**config.mk**
```make
export PLATFORM = sky130hd
export DESIGN_NAME = lbc_top
export DESIGN_NICKNAME = d
export VERILOG_FILES = /design/src/rtl/lbc_pkg.sv /design/src/rtl/lbc_sync.sv /design/src/rtl/lbc_fifo.sv /design/src/rtl/lbc_top.sv
export VERILOG_INCLUDE_DIRS = /design/src /design/src/rtl
export SDC_FILE = /design/constraint.sdc
export NUM_CORES = 1
export LEC_CHECK = 0
export ABC_AREA = 1
export BUFFER_PORTS_ARGS = -buffer_cell sky130_fd_sc_hd__buf_2
export CAP_MARGIN = 10
export CORE_MARGIN = 10
export CORE_UTILIZATION = 57
export DETAILED_ROUTE_END_ITERATION = 10
export PLACE_DENSITY_LB_ADDON = 0.15
export SLEW_MARGIN = 40
export SYNTH_ARGS = -nofsm -noshare
export SYNTH_HDL_FRONTEND = slang
export SYNTH_SLANG_ARGS = --single-unit
```
**constraint.sdc**
```tcl
create_clock -name i_clk -period 9.61 [get_ports i_clk]
set_input_delay 0.4805 -clock i_clk [delete_from_list [all_inputs] [get_ports i_clk]]
set_output_delay 0.4805 -clock i_clk [all_outputs]
set_load 0.05 [all_outputs]
```
**src/rtl/lbc_defs.svh**
```systemverilog
`ifndef LBC_DEFS_SVH
`define LBC_DEFS_SVH
`define LBC_ADDR_W      20
`define LBC_DATA_W      16
`define LBC_STAT_W      4
`define LBC_ADDR_HI_LSB 16
`define LBC_FIFO_DEPTH  16
`define LBC_CMD_W       38
`define LBC_CMD_WR_BIT  36
`define LBC_CMD_RF_BIT  37
`define LBC_AD0_BIT     0
`define LBC_LAT_LSB     1
`define LBC_LAT_MSB     2
`endif

```
**src/rtl/lbc_pkg.sv**
```systemverilog
package lbc_pkg;
  typedef enum logic [2:0] {
    LBC_IDLE = 3'b000,
    LBC_T1   = 3'b001,
    LBC_T2   = 3'b010,
    LBC_T3   = 3'b011,
    LBC_TW   = 3'b100,
    LBC_T4   = 3'b101
  } lbc_state_t;
  typedef enum logic [1:0] {
    LBC_XFER_WORD = 2'b00,
    LBC_XFER_EVEN = 2'b01,
    LBC_XFER_ODD  = 2'b10,
    LBC_XFER_RFSH = 2'b11
  } lbc_xfer_t;
endpackage

```
**src/rtl/lbc_sync.sv**
```systemverilog
`timescale 1ns/1ps
module lbc_sync #(
  parameter int W = 1
) (
  input  wire logic         i_clk,
  input  wire logic         i_srst,
  input  wire logic [W-1:0] i_d,
  output logic      [W-1:0] o_q
);
  if (W < 1) begin : g_w_chk
    $error("lbc_sync width must be at least 1");
  end
  logic [W-1:0] s1_r;
  logic [W-1:0] s2_r;
  always_ff @(posedge i_clk) begin
    if (i_srst) begin
      s1_r <= '0;
      s2_r <= '0;
    end else begin
      s1_r <= i_d;
      s2_r <= s1_r;
    end
  end
  assign o_q = s2_r;
endmodule

```
**src/rtl/lbc_fifo.sv**
```systemverilog
`timescale 1ns/1ps
module lbc_fifo #(
  parameter int W     = 38,
  parameter int DEPTH = 16
) (
  input  wire logic         i_clk,
  input  wire logic         i_srst,
  input  wire logic         i_valid,
  output logic              o_ready,
  input  wire logic [W-1:0] i_data,
  output logic              o_valid,
  input  wire logic         i_ready,
  output logic      [W-1:0] o_data
);
  localparam int AW = $clog2(DEPTH);
  if (W < 1 || DEPTH < 2 || (1 << AW) != DEPTH) begin : g_depth_chk
    $error("lbc_fifo depth must be a power of two of at least 2");
  end
  logic [W-1:0] mem_r [DEPTH];
  logic [AW:0]  wp_r;
  logic [AW:0]  rp_r;
  logic [AW:0]  wp_nxt;
  logic [AW:0]  rp_nxt;
  logic         push;
  logic         pop;
  always_comb begin
    o_ready = (wp_r - rp_r) != (AW+1)'(DEPTH);
    o_valid = wp_r != rp_r;
    push    = i_valid && o_ready;
    pop     = o_valid && i_ready;
    wp_nxt  = push ? wp_r + (AW+1)'(1) : wp_r;
    rp_nxt  = pop ? rp_r + (AW+1)'(1) : rp_r;
  end
  always_ff @(posedge i_clk) begin
    if (i_srst) begin
      wp_r <= '0;
      rp_r <= '0;
    end else begin
      wp_r <= wp_nxt;
      rp_r <= rp_nxt;
    end
  end
  always_ff @(posedge i_clk) begin
    if (push) begin
      mem_r[wp_r[AW-1:0]] <= i_data;
    end
  end
  assign o_data = mem_r[rp_r[AW-1:0]];
endmodule

```
**src/rtl/lbc_top.sv**
```systemverilog
`timescale 1ns/1ps
`include "lbc_defs.svh"
module lbc_top
  import lbc_pkg::*;
#(
  parameter int DEPTH = `LBC_FIFO_DEPTH
) (
  input  wire logic                    i_clk,
  input  wire logic                    i_srst,
  input  wire logic                    i_clkin,
  input  wire logic                    i_enhanced,
  input  wire logic                    i_latch_addr_mode,
  input  wire logic                    i_coproc_op,
  input  wire logic                    i_req_valid,
  output logic                         o_req_ready,
  input  wire logic [`LBC_ADDR_W-1:0]  i_req_addr,
  input  wire logic [`LBC_DATA_W-1:0]  i_req_wdata,
  input  wire logic                    i_req_write,
  input  wire logic                    i_req_refresh,
  input  wire logic [`LBC_STAT_W-1:0]  i_req_status,
  input  wire logic                    i_pcs5_int_n,
  input  wire logic                    i_pcs6_int_n,
  output logic                         o_rd_valid,
  output logic      [`LBC_DATA_W-1:0]  o_rd_data,
  output logic                         o_done,
  output logic                         o_stalled,
  output logic      [1:0]              o_dma_req,
  output logic                         o_clkout,
  output logic                         o_ale,
  output logic      [`LBC_DATA_W-1:0]  o_ad,
  output logic                         o_ad_oe_n,
  input  wire logic [`LBC_DATA_W-1:0]  i_ad,
  output logic      [`LBC_STAT_W-1:0]  o_upper_addr_status_pin,
  output logic                         o_bhe_n,
  output logic                         o_den_n,
  output logic                         o_transfer_direction,
  output logic                         o_peripheral_select_five_n,
  output logic                         o_peripheral_select_six_n,
  input  wire logic                    i_ardy,
  input  wire logic                    i_busy,
  input  wire logic                    i_dma_request_ch_zero,
  input  wire logic                    i_dma_request_ch_one
);
  if (DEPTH < 2) begin : g_depth_chk
    $error("lbc_top fifo depth too small");
  end

  logic [2:0] pin_s;
  logic       clkin_s;
  logic       ardy_s;
  logic       busy_s;
  lbc_sync #(.W(3)) u_pin_sync (
    .i_clk  (i_clk),
    .i_srst (i_srst),
    .i_d    ({i_clkin, i_ardy, i_busy}),
    .o_q    (pin_s)
  );
  assign {clkin_s, ardy_s, busy_s} = pin_s;

  // The request pins are levels, so no edge capture is needed.
  lbc_sync #(.W(2)) u_dma_sync (
    .i_clk  (i_clk),
    .i_srst (i_srst),
    .i_d    ({i_dma_request_ch_one, i_dma_request_ch_zero}),
    .o_q    (o_dma_req)
  );

  // Read data stands through T4, so two flops of delay cost nothing.
  logic [`LBC_DATA_W-1:0] ad_in_s;
  lbc_sync #(.W(`LBC_DATA_W)) u_ad_sync (
    .i_clk  (i_clk),
    .i_srst (i_srst),
    .i_d    (i_ad),
    .o_q    (ad_in_s)
  );

  logic [`LBC_CMD_W-1:0] fifo_in;
  logic [`LBC_CMD_W-1:0] cmd;
  logic                  cmd_valid;
  logic                  cmd_take;
  assign fifo_in = {i_req_refresh, i_req_write, i_req_wdata, i_req_addr};
  lbc_fifo #(.W(`LBC_CMD_W), .DEPTH(DEPTH)) u_fifo (
    .i_clk   (i_clk),
    .i_srst  (i_srst),
    .i_valid (i_req_valid),
    .o_ready (o_req_ready),
    .i_data  (fifo_in),
    .o_valid (cmd_valid),
    .i_ready (cmd_take),
    .o_data  (cmd)
  );

  // Clock output toggles on each falling edge of the input clock; bus states advance only on falls while it is high.
  logic clkin_d_r;
  logic fall;
  logic clkout_r;
  logic clkout_nxt;
  always_comb begin
    fall       = clkin_d_r && !clkin_s;
    clkout_nxt = fall ? !clkout_r : clkout_r;
  end
  always_ff @(posedge i_clk) begin
    if (i_srst) begin
      clkin_d_r <= 1'b0;
      clkout_r  <= 1'b0;
    end else begin
      clkin_d_r <= clkin_s;
      clkout_r  <= clkout_nxt;
    end
  end
  assign o_clkout = clkout_r;
  logic tick;
  assign tick = fall && clkout_r;

  lbc_state_t            st_r, st_nxt;
  logic [`LBC_CMD_W-1:0] cur_r, cur_nxt;
  logic [`LBC_DATA_W-1:0] rd_r, rd_nxt;
  logic                  rdv_r, rdv_nxt;
  logic                  done_r, done_nxt;
  logic                  stall_r, stall_nxt;
  logic [1:0]            lat_r, lat_nxt;
  logic                  is_wr;
  logic                  is_rf;
  lbc_xfer_t             xfer;
  logic                  bhe_n;
  logic                  addr_data_bit_zero;
  always_comb begin
    is_wr = cur_r[`LBC_CMD_WR_BIT];
    is_rf = cur_r[`LBC_CMD_RF_BIT] && i_enhanced;
    addr_data_bit_zero = cur_r[`LBC_AD0_BIT];
    // Requests carry no size, so every plain cycle enables the upper byte.
    bhe_n = 1'b0;
    if (is_rf) begin
      addr_data_bit_zero = 1'b1;
      bhe_n              = 1'b1;
    end
    xfer = lbc_xfer_t'({addr_data_bit_zero, bhe_n});
  end

  always_comb begin
    st_nxt    = st_r;
    cur_nxt   = cur_r;
    rd_nxt    = rd_r;
    rdv_nxt   = 1'b0;
    done_nxt  = 1'b0;
    cmd_take  = 1'b0;
    lat_nxt   = lat_r;
    // Busy only matters in enhanced mode for coprocessor work.
    stall_nxt = i_enhanced && i_coproc_op && busy_s;
    if (tick) begin
      unique case (st_r)
        LBC_IDLE: begin
          if (cmd_valid && !stall_r) begin
            cmd_take = 1'b1;
            cur_nxt  = cmd;
            st_nxt   = LBC_T1;
          end
        end
        LBC_T1: begin
          lat_nxt = cur_r[`LBC_LAT_MSB:`LBC_LAT_LSB];
          st_nxt  = LBC_T2;
        end
        LBC_T2: st_nxt = LBC_T3;
        LBC_T3, LBC_TW: begin
          st_nxt = ardy_s ? LBC_T4 : LBC_TW;
        end
        LBC_T4: begin
          if (!is_wr) begin
            rd_nxt  = ad_in_s;
            rdv_nxt = 1'b1;
          end
          done_nxt = 1'b1;
          st_nxt   = LBC_IDLE;
        end
        default: st_nxt = LBC_IDLE;
      endcase
    end
  end
  always_ff @(posedge i_clk) begin
    if (i_srst) begin
      st_r    <= LBC_IDLE;
      cur_r   <= '0;
      rd_r    <= '0;
      rdv_r   <= 1'b0;
      done_r  <= 1'b0;
      stall_r <= 1'b0;
      lat_r   <= 2'h0;
    end else begin
      st_r    <= st_nxt;
      cur_r   <= cur_nxt;
      rd_r    <= rd_nxt;
      rdv_r   <= rdv_nxt;
      done_r  <= done_nxt;
      stall_r <= stall_nxt;
      lat_r   <= lat_nxt;
    end
  end
  assign o_rd_valid = rdv_r;
  assign o_rd_data  = rd_r;
  assign o_done     = done_r;
  assign o_stalled  = stall_r;

  // Pin outputs, except status outside T1, the selects outside latch mode and the refresh decode gated by i_enhanced, which follow inputs,
  // are decoded from registered state, so they hold steady between ticks and glitch only at state boundaries.
  logic in_cyc;
  logic data_ph;
  always_comb begin
    in_cyc  = st_r != LBC_IDLE;
    data_ph = st_r == LBC_T2 || st_r == LBC_T3 || st_r == LBC_TW ||
              st_r == LBC_T4;
    o_ale   = st_r == LBC_T1;
    o_upper_addr_status_pin = (st_r == LBC_T1) ?
      cur_r[`LBC_ADDR_W-1:`LBC_ADDR_HI_LSB] : i_req_status;
    o_ad = cur_r[`LBC_DATA_W-1:0];
    o_ad[`LBC_AD0_BIT] = addr_data_bit_zero;
    if (data_ph) begin
      o_ad = cur_r[`LBC_DATA_W+`LBC_ADDR_W-1:`LBC_ADDR_W];
    end
    o_ad_oe_n = !(st_r == LBC_T1 || (data_ph && is_wr) || is_rf && in_cyc);
    o_bhe_n   = in_cyc ? bhe_n : 1'b1;
    o_den_n   = !(data_ph && !is_rf);
    o_transfer_direction = in_cyc ? is_wr : 1'b0;
    if (i_latch_addr_mode) begin
      o_peripheral_select_five_n = lat_r[0];
      o_peripheral_select_six_n  = lat_r[1];
    end else begin
      o_peripheral_select_five_n = i_pcs5_int_n;
      o_peripheral_select_six_n  = i_pcs6_int_n;
    end
  end

  a_ale_t1_only: assert property (
    @(posedge i_clk) disable iff (i_srst)
    o_ale |-> st_r == LBC_T1 && o_den_n && !o_ad_oe_n)
    else $error("strobe outside address state");
  a_upper_addr: assert property (
    @(posedge i_clk) disable iff (i_srst)
    st_r == LBC_T1 |-> o_upper_addr_status_pin ==
      cur_r[`LBC_ADDR_W-1:`LBC_ADDR_HI_LSB])
    else $error("upper address wrong in T1");
  a_upper_status: assert property (
    @(posedge i_clk) disable iff (i_srst)
    data_ph |-> o_upper_addr_status_pin == i_req_status)
    else $error("upper pins not status");
  a_ready_gate: assert property (
    @(posedge i_clk) disable iff (i_srst)
    (st_r == LBC_T3 || st_r == LBC_TW) && tick && !ardy_s
    |=> st_r == LBC_TW)
    else $error("cycle ended without ready");
  a_refresh_code: assert property (
    @(posedge i_clk) disable iff (i_srst)
    st_r == LBC_T1 && is_rf |->
      xfer == LBC_XFER_RFSH && o_bhe_n && o_ad[`LBC_AD0_BIT])
    else $error("refresh code wrong");
  a_word_code: assert property (
    @(posedge i_clk) disable iff (i_srst)
    in_cyc && !is_rf && !cur_r[`LBC_AD0_BIT] |-> !o_bhe_n)
    else $error("word transfer without upper enable");
  a_busy_hold: assert property (
    @(posedge i_clk) disable iff (i_srst)
    stall_r && st_r == LBC_IDLE |=> st_r == LBC_IDLE)
    else $error("cycle started while stalled");
  a_clk_half: assert property (
    @(posedge i_clk) disable iff (i_srst)
    fall |=> o_clkout != $past(o_clkout))
    else $error("clock output missed a falling edge");
  a_den_data: assert property (
    @(posedge i_clk) disable iff (i_srst)
    !o_den_n |-> data_ph)
    else $error("transceiver enabled outside data");
  a_dir_write: assert property (
    @(posedge i_clk) disable iff (i_srst)
    in_cyc |-> o_transfer_direction == is_wr)
    else $error("direction wrong");
  a_den_refresh: assert property (
    @(posedge i_clk) disable iff (i_srst)
    in_cyc && is_rf |-> o_den_n)
    else $error("transceiver enabled in refresh");
  a_read_float: assert property (
    @(posedge i_clk) disable iff (i_srst)
    data_ph && !is_wr && !is_rf |-> o_ad_oe_n && !o_transfer_direction)
    else $error("bus driven during read data");
  a_done_t4: assert property (
    @(posedge i_clk) disable iff (i_srst)
    o_done |-> $past(st_r) == LBC_T4)
    else $error("done without a fourth state");
  a_read_pulse: assert property (
    @(posedge i_clk) disable iff (i_srst)
    o_rd_valid |-> o_done && !is_wr)
    else $error("read data flagged outside a read");
  a_addr_latch: assert property (
    @(posedge i_clk) disable iff (i_srst)
    st_r == LBC_T1 && tick |=>
      lat_r == $past(cur_r[`LBC_LAT_MSB:`LBC_LAT_LSB]))
    else $error("latched address bits wrong");
  c_read: cover property (@(posedge i_clk) rdv_r);
  c_wait: cover property (@(posedge i_clk) st_r == LBC_TW);
  c_stall: cover property (@(posedge i_clk) stall_r && cmd_valid);
  c_full: cover property (@(posedge i_clk) !o_req_ready);
  c_refresh: cover property (@(posedge i_clk) in_cyc && is_rf);
endmodule

```
# Word-level counts from Yosys, hierarchy flattened
# Memory sizes are Yosys's and may differ from the RTL's. A register that Yosys moved wholly into a read port is not among the register bits.
# Cells that the tools add are included.
[op_classes]
add_sub_neg = 3
eq_ne = 8
muxes = 18
n_bitwise = 3
reduce_logical = 31
[op_table]
columns = ["cell", "n"]
rows = [
  ["two-way mux 16 bit", 1],
  ["two-way mux 1 bit", 14],
  ["one-hot mux 3 bit (4 select lines)", 1],
  ["logical AND 1 bit", 11],
  ["adder 5 x 1 -> 5 bit, second input constant", 2],
  ["== test 3 x 2 -> 1 bit, second input constant", 2],
  ["== test 3 bit, second input constant", 2],
  ["logical NOT 1 bit", 6],
  ["AND reduction 3 bit", 2],
  ["logical OR 1 bit", 5],
  ["!= test 5 bit", 1],
  ["!= test 5 bit, second input constant", 1],
  ["subtractor 5 bit", 1],
  ["two-way mux 4 bit", 1],
  ["AND reduction 2 bit", 2],
  ["OR reduction 2 bit", 2],
  ["== test 3 x 1 -> 1 bit, second input constant", 1],
  ["logical NOT 3 bit", 1],
  ["two-way mux 3 bit", 1],
  ["NOT 1 bit", 3],
  ["nonzero test 3 bit", 1],
  ["OR reduction 3 bit", 1],
  ["!= test 2 bit, second input constant", 1],
]
[totals]
register_bits = 78
ramBits = 608
output_inout_bits = 50
wordCells = 80
mem_count = 1
[memory_table]
columns = ["name", "words", "width", "rd", "rd_clocked_by_memory_dff", "wr", "line", "rtl"]
rows = [
  ["u_fifo.mem_r", 16, 38, 1, 1, 1, "lbc_fifo.sv:19", "logic [W-1:0] mem_r [DEPTH];"],
]

# Longest topological paths before layout
[depth]
ltp_word = 8
depth_mapped = 15

# Cells and area by module
# From an unflattened synthesis, not the netlist that was laid out.
[hier_totals]
hier_cells = 2523
hier_area_um2 = 29204.3
[by_module_without_submodules]
columns = ["module", "n_inst", "cells_each", "area_per_inst_um2", "seq_area_each_um2"]
rows = [
  ["lbc_fifo", 1, 1901, 24709.9, 18537.8],
  ["lbc_top", 1, 493, 3304.4, 1281.2],
  ["lbc_sync at u_ad_sync", 1, 99, 914.6, 640.6],
  ["lbc_sync at u_pin_sync", 1, 18, 165.2, 120.1],
  ["lbc_sync at u_dma_sync", 1, 12, 110.1, 80.1],
]

# Worst setup path before layout
# Ideal clock, no wire load.
[synth_timing]
path_type = "register to register"
start = "register u_fifo.rp_r[1]"
end = "memory u_fifo.mem_r[11][0], enable pin"
setup_time_ns = 0.481
arrival_ns = 4.505
required_time_ns = 9.129
slack_ns = 4.625
path_stages_with_launch = 14
n_path_buf = 2
synth_period_minus_slack_ns = 4.985
cell_sequence = "dfxtp_1 > inv_2 > buf_2 > buf_2 > ha_1 > nand2_1 > nand2_1 > nand2_1 > nand2_1 > nand2_1 > nand2_1 > nand2_2 > nand2_2 > nor3_1"
[synth_between]
elab_chain_len = 5
[synth_rtl]
columns = ["item", "line", "rtl"]
rows = [
  ["from (decl)", "lbc_fifo.sv:21", "logic [AW:0] rp_r;"],
  ["from (signal assigned)", "lbc_fifo.sv:40", "rp_r <= rp_nxt;"],
  ["subtractor 5 bit", "lbc_fifo.sv:27", "o_ready = (wp_r - rp_r) != (AW+1)'(DEPTH);"],
  ["!= test 5 bit", "lbc_fifo.sv:27", ""],
  ["via o_req_ready", "lbc_top.sv:15", "output logic o_req_ready,"],
  ["logical AND 1 bit", "lbc_fifo.sv:29", "push = i_valid && o_ready;"],
  ["two-way mux 1 bit", "lbc_fifo.sv:44", "if (push) begin"],
  ["two-way mux 1 bit (not written as such)", "lbc_fifo.sv:45", "mem_r[wp_r[AW-1:0]] <= i_data;"],
  ["to (decl)", "lbc_fifo.sv:19", ""],
]
# The timed path passes the listed nets, and every way through them passes these cells.

# Worst setup path in the final report
[layout_timing]
start = "register u_fifo.rp_r[2]"
end = "memory u_fifo.mem_r[4][25], enable pin"
[layout_between]
elab_chain_len = 5
[layout_rtl]
columns = ["item", "line"]
rows = [
  ["subtractor 5 bit", "lbc_fifo.sv:27"],
  ["!= test 5 bit", "lbc_fifo.sv:27"],
  ["logical AND 1 bit", "lbc_fifo.sv:29"],
  ["two-way mux 1 bit", "lbc_fifo.sv:44"],
  ["two-way mux 1 bit (not written as such)", "lbc_fifo.sv:45"],
]
# No other way between the ends.

==> reports/results.ini <==
[clocking]
numCtsBuffers=74
clkSlewWorstSetupHoldPaths_ns=0.06
cts-htree-levels=3
cts-resized-gates=0
root_buffer=clkbuf_16
cts_tree=yes
cts_hold_buf=0
clock_latency_ns=0.61
cts.sinks=724
clock_path_buffers=3
post_cts_buffers=0

[logic_synthesis]
synth_top_family_by_area=simple AND/OR/NAND/NOR gates
synth_fa_ha_area_share_pct=0.397
synth.mux.area_fraction_pct=0.0794
yosysWarnings=0
synth_edf_count=608
synthDistinctLibCells=30
synth_xor_area_share_pct=0.124
synth-simple-area-share_pct=14.3
synth-main-ff-cell=edfxtp_1
synth_compound_area_share_pct=8.73
avgSynthCellArea_um2=11.7
syn_inst=2434
synthArstFlopShare_pct=0
syn_area_mm2=0.0284
ys_ff_latch=724
syn_nets=2514
synth_seq_area_share_pct=72.5

[timing]
drv_slew=0
fin_setup_tns_ns=0
hold_viol=0
finalClockSkew_ns=0.0250
setup_viol=0
max-slew-margin-rel_pct=43.8
rsz0062_at_grt=false
fin_crit_sh_pct=47.1
fmax_ghz=0.221
fin_crit_ns=4.53
worstMarginPinSlew_ns=0.842

[placed_design]
port_buffers=120
place.gp.congestion=0.868
dp.cells=3104
hpwlAfterDp_mm=41.0

[die]
rows=81
ioPinCount=121
dieHeight_um=243
initial_core_util_pct=57.8
dieArea_mm2=0.0591
core_region_area_mm2=0.0491
die_width_um=243

[grt]
gr-total-overflow=0
grt_max_degree=203
grt_util_all_layers_pct=23.8
grt_pass1_vias=18300
antenna_found_initial=1
grt_first_pass_wirelength_mm=109

[cells_and_area]
antenna_cells=0
fillers=3668
areaGrowthSynthToFinish_pct=12.8
fin_nets=2597
fin_cells=3240
drive_gt1_share_pct=11.6

[drt]
drt_first_iter_violations=2205
drcViolationCount=0
drt_wl_total_mm=71.6
viasPerCell=5.81
dr_total_vias=18800
ant_nets=0
top_layer=met4
wl_met1_mm=29.0
first_pass_iters=5
wl_per_cell_um=22.1
wl_met2_mm=34.0
wl_met3_mm=6.11

[critical_path]
required_ns=9.85
cp.arrival_ns=4.77
path_class=register to register
cp-start-kind=register
crit_path_max_fanout=44
end_kind=register

[power_and_ir_drop]
power.density_mw_per_mm2=207
power.internal_mw=5.25
switchingPower_mw=1.37
swShare_pct=20.7
p_comb_share_pct=3.7
power_frac_seq_pct=52.7
p_clk_share_pct=43.6
irDropWorstVdd_mv=0.131
p_leak_nw=11.7

[run_status]
run_status=finished, final reports clean

[flow_run]
maxCapViolations=0

[hold_path]
min_path_type=primary input to register

-- through the flow --
stage / utilization (%) / cell area (um2) / worst slack, ns / hold WS [ns] / power [mW]
floorplan: - / 28400 / 4.62 / 0.388 / 3.68
global route: 65.2 / 32000 / 4.87 / 0.0730 / 6.82
global placement: 59.9 / 29400 / 5.17 / 0.389 / 3.79
CTS: 65.2 / 32000 / 5.09 / 0.0577 / 6.66
detailed placement: 60.2 / 29500 / 5.12 / 0.392 / 3.80
finish: 65.2 / 32000 / 5.08 / 0.0827 / 6.62
-- cells in the mapped netlist (4+ instances only) --
| master | n | share of area (%) |
|---|---|---|
| a21oi_1 | 51 | 0.90 |
| buf_1 | 13 | 0.17 |
| buf_2 | 42 | 0.74 |
| buf_4 | 18 | 0.48 |
| buf_6 | 12 | 0.48 |
| clkbuf_1 | 61 | 0.81 |
| dfxtp_1 | 116 | 8.2 |
| edfxtp_1 | 608 | 64 |
| ha_1 | 9 | 0.40 |
| inv_1 | 74 | 0.98 |
| inv_2 | 4 | 0.053 |
| nand2_1 | 335 | 4.4 |
| nand3_1 | 169 | 3.0 |
| nor2_1 | 496 | 6.6 |
| nor3_1 | 5 | 0.088 |
| o211ai_1 | 76 | 2.0 |
| o21ai_0 | 286 | 5.0 |
| o21ai_1 | 42 | 0.74 |
-- power by group through the flow --
stage	combinational [mW]	clock (mW)	sequential (mW)
floorplan	0.119	0	3.56
global placement	0.235	0	3.56
detailed placement	0.242	0	3.56
CTS	0.244	2.92	3.49
global route	0.268	3.06	3.50
finish	0.245	2.88	3.49
-- kinds of logic (layout without fill, tap and decap cells) --
group           Yosys count  count (layout)
fa+ha+maj                 9               9
buf+inv                 226             368
xor+xnor                  4               4
mux                       2               2
flops                   724             724
simple gates           1013            1013
compound gates          456             456
-- worst max-delay path, cell delays in order (launching register included) --
cell     delay, ns
dfxtp_2       0.31
buf_4         0.52
inv_2         0.54
ha_1          0.57
nand2_1       0.08
inv_1         0.07
nand2_1       0.06
nand3_1       0.06
nand2_1       0.07
nand2_2       0.16
nand2_2       0.18
inv_1         0.23
nand2_1       0.28
nor2_4        0.50
buf_4         0.50
-- final cells by class --
| class | count | area, um2 | share of cell area [%] |
|---|---|---|---|
| clock buffer | 99 | 2130 | 6.67 |
| clock inverter | 36 | 328 | 1.02 |
| inverter | 79 | 314 | 0.981 |
| multi-input combinational | 1484 | 6850 | 21.4 |
| sequential | 724 | 20600 | 64.3 |
| tap | 664 | 831 | 2.60 |
| timing repair buffer | 154 | 963 | 3.01 |
-- registers in the layout, indices dropped and copies added, names as in the netlist --
signal           flops
clkin_d_r            1
cur_r               38
lat_r                2
o_clkout             1
o_done               1
o_rd_data           16
o_rd_valid           1
o_stalled            1
st_r                 3
u_ad_sync.o_q       16
u_ad_sync.s1_r      16
u_dma_sync.o_q       2
u_dma_sync.s1_r      2
u_fifo.mem_r       608
u_fifo.rp_r          5
u_fifo.wp_r          5
u_pin_sync.o_q       3
u_pin_sync.s1_r      3
-- final timing paths --
kind | startpoint | depth (start not counted) | end | slack, ns
worst max-delay path | u_fifo.rp_r[2] | 14 | u_fifo.mem_r[4][25] | 5.08
worst min-delay path | i_ad[8] | 3 | u_ad_sync.s1_r[8] | 0.08
worst max register to register | u_fifo.rp_r[2] | 14 | u_fifo.mem_r[4][25] | 5.08
worst min register to register | u_ad_sync.s1_r[12] | 2 | u_ad_sync.o_q[12] | 0.40
-- routing by layer --
metal | vias to the layer above | track usage, %
met2 | 814 | 37.9
met5 | - | 0
met3 | 138 | 4.83
met1 | 9181 | 31.6
li1 | 8680 | -
met4 | 0 | 9.92
-- cell usage in the layout, fill, tap and decap left out, types with 13 or more instances in the layout --
cell type  count
buf_2        120
inv_1         70
clkbuf_16     80
clkinv_1      14
o21ai_1       42
a21oi_1       51
o21ai_0      286
nand2_1      335
o211ai_1      76
nand3_1      169
nor2_1       483
edfxtp_1     608
nor2_4        16
dfxtp_1      113
clkbuf_1      13
buf_4         25
Note: power is estimated with default switching activity, not from simulation.
